--- config.mk ---
export PLATFORM = sky130hd
export DESIGN_NAME = vml_mode_switch
export DESIGN_NICKNAME = d
export VERILOG_FILES = /design/src/vml_pkg.sv /design/src/vml_mode_calc.sv /design/src/vml_field_store.sv /design/src/vml_mode_switch.sv
export SDC_FILE = /design/constraint.sdc
export NUM_CORES = 1
export LEC_CHECK = 0
export ABC_AREA = 1
export BUFFER_PORTS_ARGS = -buffer_cell sky130_fd_sc_hd__buf_2
export CAP_MARGIN = 10
export CORE_MARGIN = 1.5
export CORE_UTILIZATION = 40
export DETAILED_ROUTE_END_ITERATION = 16
export PLACE_DENSITY = 0.56
export SETUP_SLACK_MARGIN = 0.1
export SKIP_LAST_GASP = 1
export SYNTH_ARGS = -nofsm -noshare
export SYNTH_HDL_FRONTEND = slang
export SYNTH_SLANG_ARGS = --single-unit
--- constraint.sdc ---
create_clock -name CLOCK -period 1.7 [get_ports CLOCK]
set_input_delay 0.17 -clock CLOCK [delete_from_list [all_inputs] [get_ports CLOCK]]
set_output_delay 0.17 -clock CLOCK [all_outputs]
set_load 0.005 [all_outputs]
--- src/vml_pkg.sv ---
// Purpose: Shared constants for the long-mode switch and field-width block.
// Assumes: Register port with one-cycle read latency, 40 MHz clock.
// Notes:   Offsets are word indices on the plain register port.
package vml_pkg;
    localparam int          ADDR_W          = 4;
    // Register offsets.
    localparam logic [3:0]  REG_CTRL        = 4'h0;
    localparam logic [3:0]  REG_CMD         = 4'h1;
    localparam logic [3:0]  REG_FLD_SEL     = 4'h2;
    localparam logic [3:0]  REG_WDATA_LO    = 4'h3;
    localparam logic [3:0]  REG_WDATA_HI    = 4'h4;
    localparam logic [3:0]  REG_RDATA_LO    = 4'h5;
    localparam logic [3:0]  REG_RDATA_HI    = 4'h6;
    localparam logic [3:0]  REG_STATUS      = 4'h7;
    localparam logic [3:0]  REG_IMAGE       = 4'h8;
    // Control register fields.
    localparam int          CTL_PG          = 0;
    localparam int          CTL_PAE         = 1;
    localparam int          CTL_HOST_ASZ    = 2;
    localparam int          CTL_GUEST_LM    = 3;
    localparam int          CTL_CALLER_64   = 4;
    localparam int          CTL_IMG_EN      = 5;
    localparam int          CTL_HOST_LMA    = 6;
    localparam int          CTL_SAVED_CSL   = 7;
    localparam logic [31:0] CTRL_RESET      = 32'h0000_0000;
    // Command codes written to the command register.
    localparam logic [3:0]  CMD_EXIT        = 4'h1;
    localparam logic [3:0]  CMD_ENTRY       = 4'h2;
    localparam logic [3:0]  CMD_FREAD       = 4'h3;
    localparam logic [3:0]  CMD_FWRITE      = 4'h4;
    localparam logic [3:0]  CMD_VINSN       = 4'h5;
    localparam logic [3:0]  CMD_MCALL       = 4'h6;
    // Field selector layout: bit 8 marks natural width, bits 2:1 pick a slot,
    // bit 0 of a fixed 64-bit encoding selects the high half.
    localparam int          SEL_NATURAL     = 8;
    localparam int          SEL_HIGH        = 0;
    localparam int          SEL_SLOT_LO     = 1;
    localparam int          NUM_FIELDS      = 4;
    // Status bits.
    localparam int          ST_LME          = 0;
    localparam int          ST_LMA          = 1;
    localparam int          ST_CSL          = 2;
    localparam int          ST_GUEST        = 3;
    localparam int          ST_SUB64        = 4;
    localparam int          ST_ENTRY_FAIL   = 5;
    localparam int          ST_ABORT        = 6;
    localparam int          ST_GP           = 7;
    localparam int          ST_UD           = 8;
    localparam int          ST_MCALL        = 9;
    localparam int          IMG_LME         = 8;
    typedef enum logic [1:0] {VML_HOST, VML_GUEST, VML_ABORTED} vml_state_t;
endpackage : vml_pkg

--- src/vml_mode_calc.sv ---
// Purpose: Derives the long-mode active bit from its three inputs.
// Assumes: Purely combinational, same clock domain as its user.
// Notes:   Any active-bit value carried in a load image never reaches here.
`timescale 1ns/1ps
`default_nettype none
module vml_mode_calc (
    input  wire logic long_mode_enable,
    input  wire logic pg,
    input  wire logic pae,
    output logic      long_mode_active
);
    assign long_mode_active = long_mode_enable & pg & pae;
endmodule : vml_mode_calc
`default_nettype wire

--- src/vml_field_store.sv ---
// Purpose: Control-structure field store with caller-width sizing.
// Assumes: One access per cycle, strobes from the mode switch.
// Notes:   Fixed 64-bit fields keep 64 bits from a 64-bit caller; a 32-bit low write zeroes the high half. Natural fields track caller width.
`timescale 1ns/1ps
`default_nettype none
module vml_field_store
    import vml_pkg::*;
(
    input  wire logic        clk,
    input  wire logic        rst_n,
    input  wire logic        wr,
    input  wire logic        rd,
    input  wire logic [8:0]  sel,
    input  wire logic        caller_64,
    input  wire logic [63:0] wdata,
    output logic [63:0]      rdata_ff
);
    logic [63:0] field_ff [NUM_FIELDS];
    logic [63:0] nxt_field [NUM_FIELDS];
    logic [63:0] nxt_rdata;
    logic [1:0]  slot;
    logic        natural, high;

    assign slot    = sel[SEL_SLOT_LO +: 2];
    assign natural = sel[SEL_NATURAL];
    assign high    = sel[SEL_HIGH] & ~natural;

    always_comb begin
        nxt_field = field_ff;
        nxt_rdata = rdata_ff;
        if (wr) begin
            if (high)
                nxt_field[slot][63:32] = wdata[31:0];
            else if (caller_64)
                nxt_field[slot] = wdata;
            else if (natural)
                nxt_field[slot] = {32'h0000_0000, wdata[31:0]};
            else
                nxt_field[slot] = {32'h0000_0000, wdata[31:0]};
        end
        if (rd) begin
            if (high)
                nxt_rdata = {32'h0000_0000, field_ff[slot][63:32]};
            else if (caller_64)
                nxt_rdata = field_ff[slot];
            else
                nxt_rdata = {32'h0000_0000, field_ff[slot][31:0]};
        end
    end

    always_ff @(posedge clk) begin
        if (!rst_n) begin
            for (int i = 0; i < NUM_FIELDS; i++)
                field_ff[i] <= 64'h0;
            rdata_ff <= 64'h0;
        end else begin
            field_ff <= nxt_field;
            rdata_ff <= nxt_rdata;
        end
    end
endmodule : vml_field_store
`default_nettype wire

--- src/vml_mode_switch.sv ---
// Purpose: Long-mode switching on guest exit and entry, field access sizing.
// Assumes: Monitor software drives commands over the plain register port.
// Notes:   Every command completes in the cycle after its write strobe.
//
// The address map and strobed register access were chosen for this implementation.
`timescale 1ns/1ps
`default_nettype none

module vml_mode_switch
    import vml_pkg::*;
(
    input  wire logic              CLOCK,
    input  wire logic              RST_N,
    input  wire logic [ADDR_W-1:0] ADDR,
    input  wire logic [31:0]       WDATA,
    input  wire logic              WR,
    input  wire logic              RD,
    output logic [31:0]            RDATA,
    output logic                   LONG_MODE_ENABLE,
    output logic                   LONG_MODE_ACTIVE,
    output logic                   CS_LONG,
    output logic                   IN_GUEST,
    output logic                   INVALID_OPCODE,
    output logic                   GP_FAULT
);
    // ----------------------------------------------------------------
    // Register state
    // ----------------------------------------------------------------
    logic [31:0] ctrl_ff;
    logic [31:0] nxt_ctrl;
    logic [8:0]  sel_ff;
    logic [8:0]  nxt_sel;
    logic [31:0] wlo_ff;
    logic [31:0] nxt_wlo;
    logic [31:0] whi_ff;
    logic [31:0] nxt_whi;
    logic [31:0] image_ff;
    logic [31:0] nxt_image;
    logic [31:0] rdata_ff;
    logic [31:0] nxt_rdata;
    logic        lme_ff;
    logic        nxt_lme;
    logic        lma_ff;
    logic        nxt_lma;
    logic        csl_ff;
    logic        nxt_csl;
    logic        sub64_ff;
    logic        nxt_sub64;
    logic        fail_ff;
    logic        nxt_fail;
    logic        abort_ff;
    logic        nxt_abort;
    logic        gp_ff;
    logic        nxt_gp;
    logic        ud_ff;
    logic        nxt_ud;
    logic        mcall_ff;
    logic        nxt_mcall;
    logic        guest_ff;
    logic        nxt_guest;
    vml_state_t  state_ff;
    vml_state_t  nxt_state;

    logic        cmd_wr;
    logic [3:0]  cmd;
    logic        caller_64;
    logic        fld_rd;
    logic        fld_wr;
    logic [63:0] fld_rdata;
    logic [31:0] status;
    logic        entry64_ok;
    logic        exit_img_fault;
    logic        entry_img_fault;

    // ----------------------------------------------------------------
    // Decoding helpers
    // ----------------------------------------------------------------
    // Long mode active with a 32-bit code segment is compatibility sub-mode,
    // where the virtualization-instruction command faults, and field accesses fault in the host.
    function automatic logic compat_sub(input logic long_mode_active, input logic csl);
        return long_mode_active & ~csl;
    endfunction : compat_sub

    assign cmd_wr = WR && (ADDR == REG_CMD);
    assign cmd    = WDATA[3:0];

    // The monitor counts as a 64-bit caller only while it really runs in a
    // 64-bit segment; in a guest or a compatibility segment it is 32-bit.
    assign caller_64 = ctrl_ff[CTL_CALLER_64] & csl_ff & lma_ff & (state_ff == VML_HOST);

    // The active bit is always recomputed from the next enable, paging and
    // address-extension values, so an image can never set it directly.
    vml_mode_calc u_calc (
        .long_mode_enable (nxt_lme),
        .pg  (nxt_ctrl[CTL_PG]),
        .pae (nxt_ctrl[CTL_PAE]),
        .long_mode_active (nxt_lma)
    );

    assign nxt_guest = (nxt_state == VML_GUEST);

    // A 64-bit guest needs paging, address extension, an active long-mode
    // host and the host address-size control; a 32-bit guest needs none.
    assign entry64_ok      = ctrl_ff[CTL_PG] & ctrl_ff[CTL_PAE]
                           & lma_ff & ctrl_ff[CTL_HOST_ASZ];
    // An image that would drop the enable bit while paging is on faults.
    assign exit_img_fault  = ctrl_ff[CTL_IMG_EN] & ~image_ff[IMG_LME]
                           & ctrl_ff[CTL_HOST_ASZ] & ctrl_ff[CTL_PG];
    assign entry_img_fault = ctrl_ff[CTL_IMG_EN] & ctrl_ff[CTL_GUEST_LM]
                           & ~image_ff[IMG_LME] & ctrl_ff[CTL_PG];

    vml_field_store u_fields (
        .clk       (CLOCK),
        .rst_n     (RST_N),
        .wr        (fld_wr),
        .rd        (fld_rd),
        .sel       (sel_ff),
        .caller_64 (caller_64),
        .wdata     ({whi_ff, wlo_ff}),
        .rdata_ff  (fld_rdata)
    );

    // ----------------------------------------------------------------
    // Command and mode sequencing
    // ----------------------------------------------------------------
    always_comb begin
        nxt_ctrl  = ctrl_ff;
        nxt_sel   = sel_ff;
        nxt_wlo   = wlo_ff;
        nxt_whi   = whi_ff;
        nxt_image = image_ff;
        nxt_lme   = lme_ff;
        nxt_csl   = csl_ff;
        nxt_sub64 = sub64_ff;
        nxt_fail  = fail_ff;
        nxt_abort = abort_ff;
        nxt_gp    = 1'b0;
        nxt_ud    = 1'b0;
        nxt_mcall = 1'b0;
        nxt_state = state_ff;
        fld_rd    = 1'b0;
        fld_wr    = 1'b0;
        if (WR) begin
            unique case (ADDR)
                REG_CTRL:     nxt_ctrl  = WDATA;
                REG_FLD_SEL:  nxt_sel   = WDATA[8:0];
                REG_WDATA_LO: nxt_wlo   = WDATA;
                REG_WDATA_HI: nxt_whi   = WDATA;
                REG_IMAGE:    nxt_image = WDATA;
                default:      ;
            endcase
        end
        // After an abort every command is ignored until the next reset.
        if (cmd_wr && state_ff != VML_ABORTED) begin
            unique case (cmd)
                CMD_EXIT: if (state_ff == VML_GUEST) begin
                    nxt_lme   = ctrl_ff[CTL_HOST_ASZ];
                    nxt_csl   = ctrl_ff[CTL_HOST_ASZ];
                    nxt_fail  = 1'b0;
                    nxt_state = VML_HOST;
                    // Mode bits land first; an enabled image then overrides the enable bit unless it faults.
                    // The abort is sticky: software can no longer trust the host state.
                    if (exit_img_fault) begin
                        nxt_gp    = 1'b1;
                        nxt_abort = 1'b1;
                        nxt_state = VML_ABORTED;
                    end else if (ctrl_ff[CTL_IMG_EN]) begin
                        nxt_lme = image_ff[IMG_LME];
                    end
                end
                CMD_ENTRY: if (state_ff == VML_HOST) begin
                    if (ctrl_ff[CTL_GUEST_LM] && !entry64_ok) begin
                        nxt_fail = 1'b1;
                    end else if (entry_img_fault) begin
                        nxt_gp   = 1'b1;
                        nxt_fail = 1'b1;
                    end else begin
                        nxt_fail  = 1'b0;
                        nxt_lme   = ctrl_ff[CTL_GUEST_LM];
                        nxt_csl   = ctrl_ff[CTL_GUEST_LM] & ctrl_ff[CTL_SAVED_CSL];
                        nxt_sub64 = ctrl_ff[CTL_GUEST_LM] & ctrl_ff[CTL_SAVED_CSL];
                        nxt_state = VML_GUEST;
                    end
                end
                CMD_FREAD, CMD_FWRITE: begin
                    // Field accesses use the selector and data latched earlier,
                    // so software must set them up before issuing the command.
                    if (compat_sub(lma_ff, csl_ff) && state_ff == VML_HOST)
                        nxt_ud = 1'b1;
                    else if (cmd == CMD_FREAD)
                        fld_rd = 1'b1;
                    else
                        fld_wr = 1'b1;
                end
                CMD_VINSN: if (compat_sub(lma_ff, csl_ff)) nxt_ud = 1'b1;
                CMD_MCALL: nxt_mcall = 1'b1;
                default: ;
            endcase
        end
    end

    // ----------------------------------------------------------------
    // Read port
    // ----------------------------------------------------------------
    assign status = {22'h0,
                     mcall_ff,
                     ud_ff,
                     gp_ff,
                     abort_ff,
                     fail_ff,
                     sub64_ff,
                     guest_ff,
                     csl_ff,
                     lma_ff,
                     lme_ff};

    // Read data stand only in the cycle after the strobe and are zero
    // otherwise, so a stale word never looks like a fresh answer.
    always_comb begin
        nxt_rdata = 32'h0000_0000;
        if (RD) begin
            unique case (ADDR)
                REG_CTRL:     nxt_rdata = ctrl_ff;
                REG_FLD_SEL:  nxt_rdata = {23'h0, sel_ff};
                REG_WDATA_LO: nxt_rdata = wlo_ff;
                REG_WDATA_HI: nxt_rdata = whi_ff;
                REG_RDATA_LO: nxt_rdata = fld_rdata[31:0];
                REG_RDATA_HI: nxt_rdata = fld_rdata[63:32];
                REG_STATUS:   nxt_rdata = status;
                REG_IMAGE:    nxt_rdata = image_ff;
                default:      nxt_rdata = 32'h0000_0000;
            endcase
        end
    end

    always_ff @(posedge CLOCK) begin
        if (!RST_N) begin
            ctrl_ff  <= CTRL_RESET;
            sel_ff   <= 9'h000;
            wlo_ff   <= 32'h0;
            whi_ff   <= 32'h0;
            image_ff <= 32'h0;
            rdata_ff <= 32'h0;
            lme_ff   <= 1'b0;
            lma_ff   <= 1'b0;
            guest_ff <= 1'b0;
            csl_ff   <= 1'b0;
            sub64_ff <= 1'b0;
            fail_ff  <= 1'b0;
            abort_ff <= 1'b0;
            gp_ff    <= 1'b0;
            ud_ff    <= 1'b0;
            mcall_ff <= 1'b0;
            state_ff <= VML_HOST;
        end else begin
            ctrl_ff  <= nxt_ctrl;
            sel_ff   <= nxt_sel;
            wlo_ff   <= nxt_wlo;
            whi_ff   <= nxt_whi;
            image_ff <= nxt_image;
            rdata_ff <= nxt_rdata;
            lme_ff   <= nxt_lme;
            lma_ff   <= nxt_lma;
            guest_ff <= nxt_guest;
            csl_ff   <= nxt_csl;
            sub64_ff <= nxt_sub64;
            fail_ff  <= nxt_fail;
            abort_ff <= nxt_abort;
            gp_ff    <= nxt_gp;
            ud_ff    <= nxt_ud;
            mcall_ff <= nxt_mcall;
            state_ff <= nxt_state;
        end
    end

    // ----------------------------------------------------------------
    // Outputs
    // ----------------------------------------------------------------
    assign RDATA            = rdata_ff;
    assign LONG_MODE_ENABLE = lme_ff;
    assign LONG_MODE_ACTIVE = lma_ff;
    assign CS_LONG          = csl_ff;
    assign IN_GUEST         = guest_ff;
    assign INVALID_OPCODE   = ud_ff;
    assign GP_FAULT         = gp_ff;
endmodule : vml_mode_switch
`default_nettype wire

==> summary.md <==
| Metric | Value |
|---|---|
| Status | `complete, but fails checks` |
| Failing checks | `setup timing` |
| Worst reg2reg path endpoint | `u_fields.field_ff[221]` |
| Worst Skew | `0.0142 ns` |
| Antenna Cells | `0` |
| Largest net degree at the start of global routing | `120` |
| Final core utilization | `53.6%` |
| Distinct cell type count of the synthesized netlist | `30` |
| Pre-CTS WS | `-0.128 ns` |
| Synth Flop Type | `dfxtp_1` |
| Ys async rst share | `0%` |
| Clk_lat worst skew | `0.61 ns` |
| Synth Instances | `2,904` |
| First-pass GRT wire length | `113,000 um` |
| Placement Cell Area | `23,500 um2` |
| Footprint of the multi-input gates | `9790 um2` |
| Worst R2R Setup Slack | `-0.08 ns` |
| Number of routed nets with antenna violations | `0` |
| Gr ovfl total | `0` |
| Slew HR | `63.7%` |
| TNS Setup | `-2.76 ns` |
| Max H-tree Level | `2` |
| R2R depth | `11` |
| Clk buf depth | `3` |
| DR iter-0 viols | `1,924` |
| P_leak | `10.9 nW` |
| Initial Utilization | `40.5%` |
| Synthesized flop and latch total | `501` |
| Layout area overhead | `32.4%` |
| Total power | `24.4 mW` |
| Yosys warns | `0` |
| Final setup margin | `-0.0811 ns` |
| Crit. End Element | `register` |
| CP Data Required Time | `2.19 ns` |
| Tot GR Track Use | `27.3%` |
| Power Density | `885 nW/um2` |
| Wire per inst | `19.9 um` |
| CP arrival | `2.27 ns` |
| Final critical-path required period | `1.78 ns` |
| Fmax achieved | `0.561 GHz` |
| Via Count | `20,878` |
| Die Y | `231 um` |
| Initial antenna violation count | `1` |
| Sequential share of the synthesized area | `48.2%` |
| Post-route DRC violation count | `0` |
| Critical Path Sink | `u_fields.field_ff[221]` |
| Final nets | `3,172` |
| Critical path peak fanout | `8` |
| Worst Hold Class | `primary input to register` |
| Worst setup SP type | `register` |
| Register area | `10,000 um2` |
| Ordered list of cells on the worst path | `inv_2 -> nand2_2 -> nand4_4 -> nor2_4 -> buf_12 -> nand3_4 -> nor2_4 -> inv_4 -> buf_12 -> nor2_1 -> nor2_1` |
| Worst vdd ir | `654 uV` |
| Final Hold Viols | `0` |
| Post-Syn Area | `20,800 um2` |
| Number of clock sinks | `501` |
| Min Hold Slack | `0.0285 ns` |
| Final Cell Area | `27,600 um2` |
| Fin crit share | `105%` |
| Placed cell count | `3,661` |
| Standard-cell rows | `83` |
| Setup violators final | `93` |
| Mapped Nets | `2,944` |
| Setup CP Type | `register to register` |
| Commonest cells after routing, fill and taps aside | `nor2_1 (560), dfxtp_1 (495), nand2_1 (365)` |
| Final Wtd Congestion | `0.876` |
| DIE WIDTH | `231 um` |
| IO Pins | `78` |
| Clock root cell | `clkbuf_16` |
| DIE AREA | `53,400 um2` |
| Fill cells | `4,923` |
| IO Port Bufs | `77` |
| Vias in the first global route | `19,681` |
| DR vias/cell | `5.42` |
| Slowest-stage cell, CP | `dfxtp_4` |
| EDFF count, synth | `0` |
| Detailed placement HPWL | `48,200 um` |
| R2R Path Start | `state_ff[0]` |
| Total Wirelength | `76,800 um` |
| CTS tree | `done` |
| CP max stage delay | `0.37 ns` |
| TritonCTS Buffers | `52` |
| Drt pass-1 iters | `5` |
| Clk slew on worst S/H paths | `0.06 ns` |
| Max Cap Violations | `0` |
| CP Launch Point | `state_ff[0]` |
| Core ar. | `51,400 um2` |
| Slew of the pin with the lowest slew margin | `0.544 ns` |
| Post-Syn Area per Cell | `7.17 um2` |
| Most common cell after layout, fill and taps aside | `nor2_1` |
| RSZ-0062 raised after global routing | `yes` |
| Slew Limit Fails | `0` |
| Layout cells sized above 1 | `19.2%` |
| Final non-filler cell total | `3,851` |
==> cell usage after synthesis, types with 2 or more instances <==
cell type	count	area [um2]
nor2_4	7	78.8
nand3_4	4	70.1
inv_2	16	60.1
buf_4	6	45.0
nor4_1	7	43.8
a21oi_1	192	961
o22ai_1	71	444
nand2_1	382	1430
nand4_1	24	150
o31ai_1	9	67.6
o21ai_1	157	786
a211oi_1	2	15.0
nand3_1	94	470
dfxtp_1	501	10000
buf_2	57	285
o221ai_1	6	52.6
o21ai_0	328	1640
clkinv_1	2	7.51
a22oi_1	53	398
inv_1	187	702
nor2_2	3	18.8
nor2_1	622	2330
buf_1	11	41.3
nor3_1	26	130
clkbuf_1	132	495
==> state kept, by name (all words and copies together) (netlist names), 2 cells and up <==
signal / flops
wlo_ff: 32
u_fields.field_ff: 256
image_ff: 32
whi_ff: 32
state_ff: 2
ctrl_ff: 32
RDATA: 32
sel_ff: 9
u_fields.rdata_ff: 64
==> report_power, final <==
part | total [mW] | switching, mW | internal, mW
combinational | 1.19 | 0.744 | 0.450
clock | 11.3 | 4.84 | 6.50
sequential | 11.9 | 0.0478 | 11.8
total | 24.4 | 5.63 | 18.8
==> worst max-delay path: cells and delay by family (launching register included) <==
family | cells | cell delay, ns
and+or+nand+nor | 7 | 0.80
DFF | 1 | 0.37
buffers and inverters | 4 | 0.46
==> kinds of logic (layout without fill, tap and decap cells) <==
| family | after synthesis | in the layout | share of synthesized area [%] |
|---|---|---|---|
| buffers and inverters | 411 | 678 | 7.87 |
| AND/OR/NAND/NOR | 1171 | 1171 | 22.8 |
| flip-flops | 501 | 501 | 48.2 |
| AO/OA/AOI/OAI | 821 | 821 | 21.1 |
==> how the worst min path moves through the flow <==
stage / startpoint / to / slack, ns / depth (start not counted)
final: WDATA[2] / image_ff[2] / 0.03 / 4
after global routing: WDATA[2] / mcall_ff / 0.04 / 4
after CTS: WDATA[2] / mcall_ff / 0.0009 / 4
after detailed placement: u_fields.field_ff[180] / u_fields.field_ff[180] / 0.44 / 2
after global placement: u_fields.field_ff[169] / u_fields.field_ff[169] / 0.43 / 2
after floorplan: WDATA[31] / ctrl_ff[31] / 0.30 / 2
==> layout make-up <==
class | instances | share of cell area, %
sequential | 501 | 36.5
clock inverter | 13 | 0.345
tap | 680 | 3.09
inverter | 205 | 3.10
clock buffer | 80 | 5.73
timing repair buffer | 380 | 15.8
multi-input combinational | 1992 | 35.5
==> routing by layer <==
metal | vias up | share of wire (%) | global-route usage [%]
met4 | 0 | 5.8 | 15.6
met5 | - | 0 | 0
met3 | 188 | 5.4 | 2.92
met1 | 9888 | 42 | 34.4
met2 | 753 | 47 | 45.4
li1 | 10049 | - | -
==> what timing repair did <==
| item | in CTS | in global routing |
|---|---|---|
| buffers inserted | 16 | 20 |
| gates resized for setup | 71 | 222 |
| hold buffers | 33 | 0 |
| hold endpoints to repair | 126 | 0 |
| setup endpoints to repair | 319 | 326 |
| pin swaps | 25 | 52 |
| cloned | 12 | 23 |
Power figures use the tool's default switching activity.
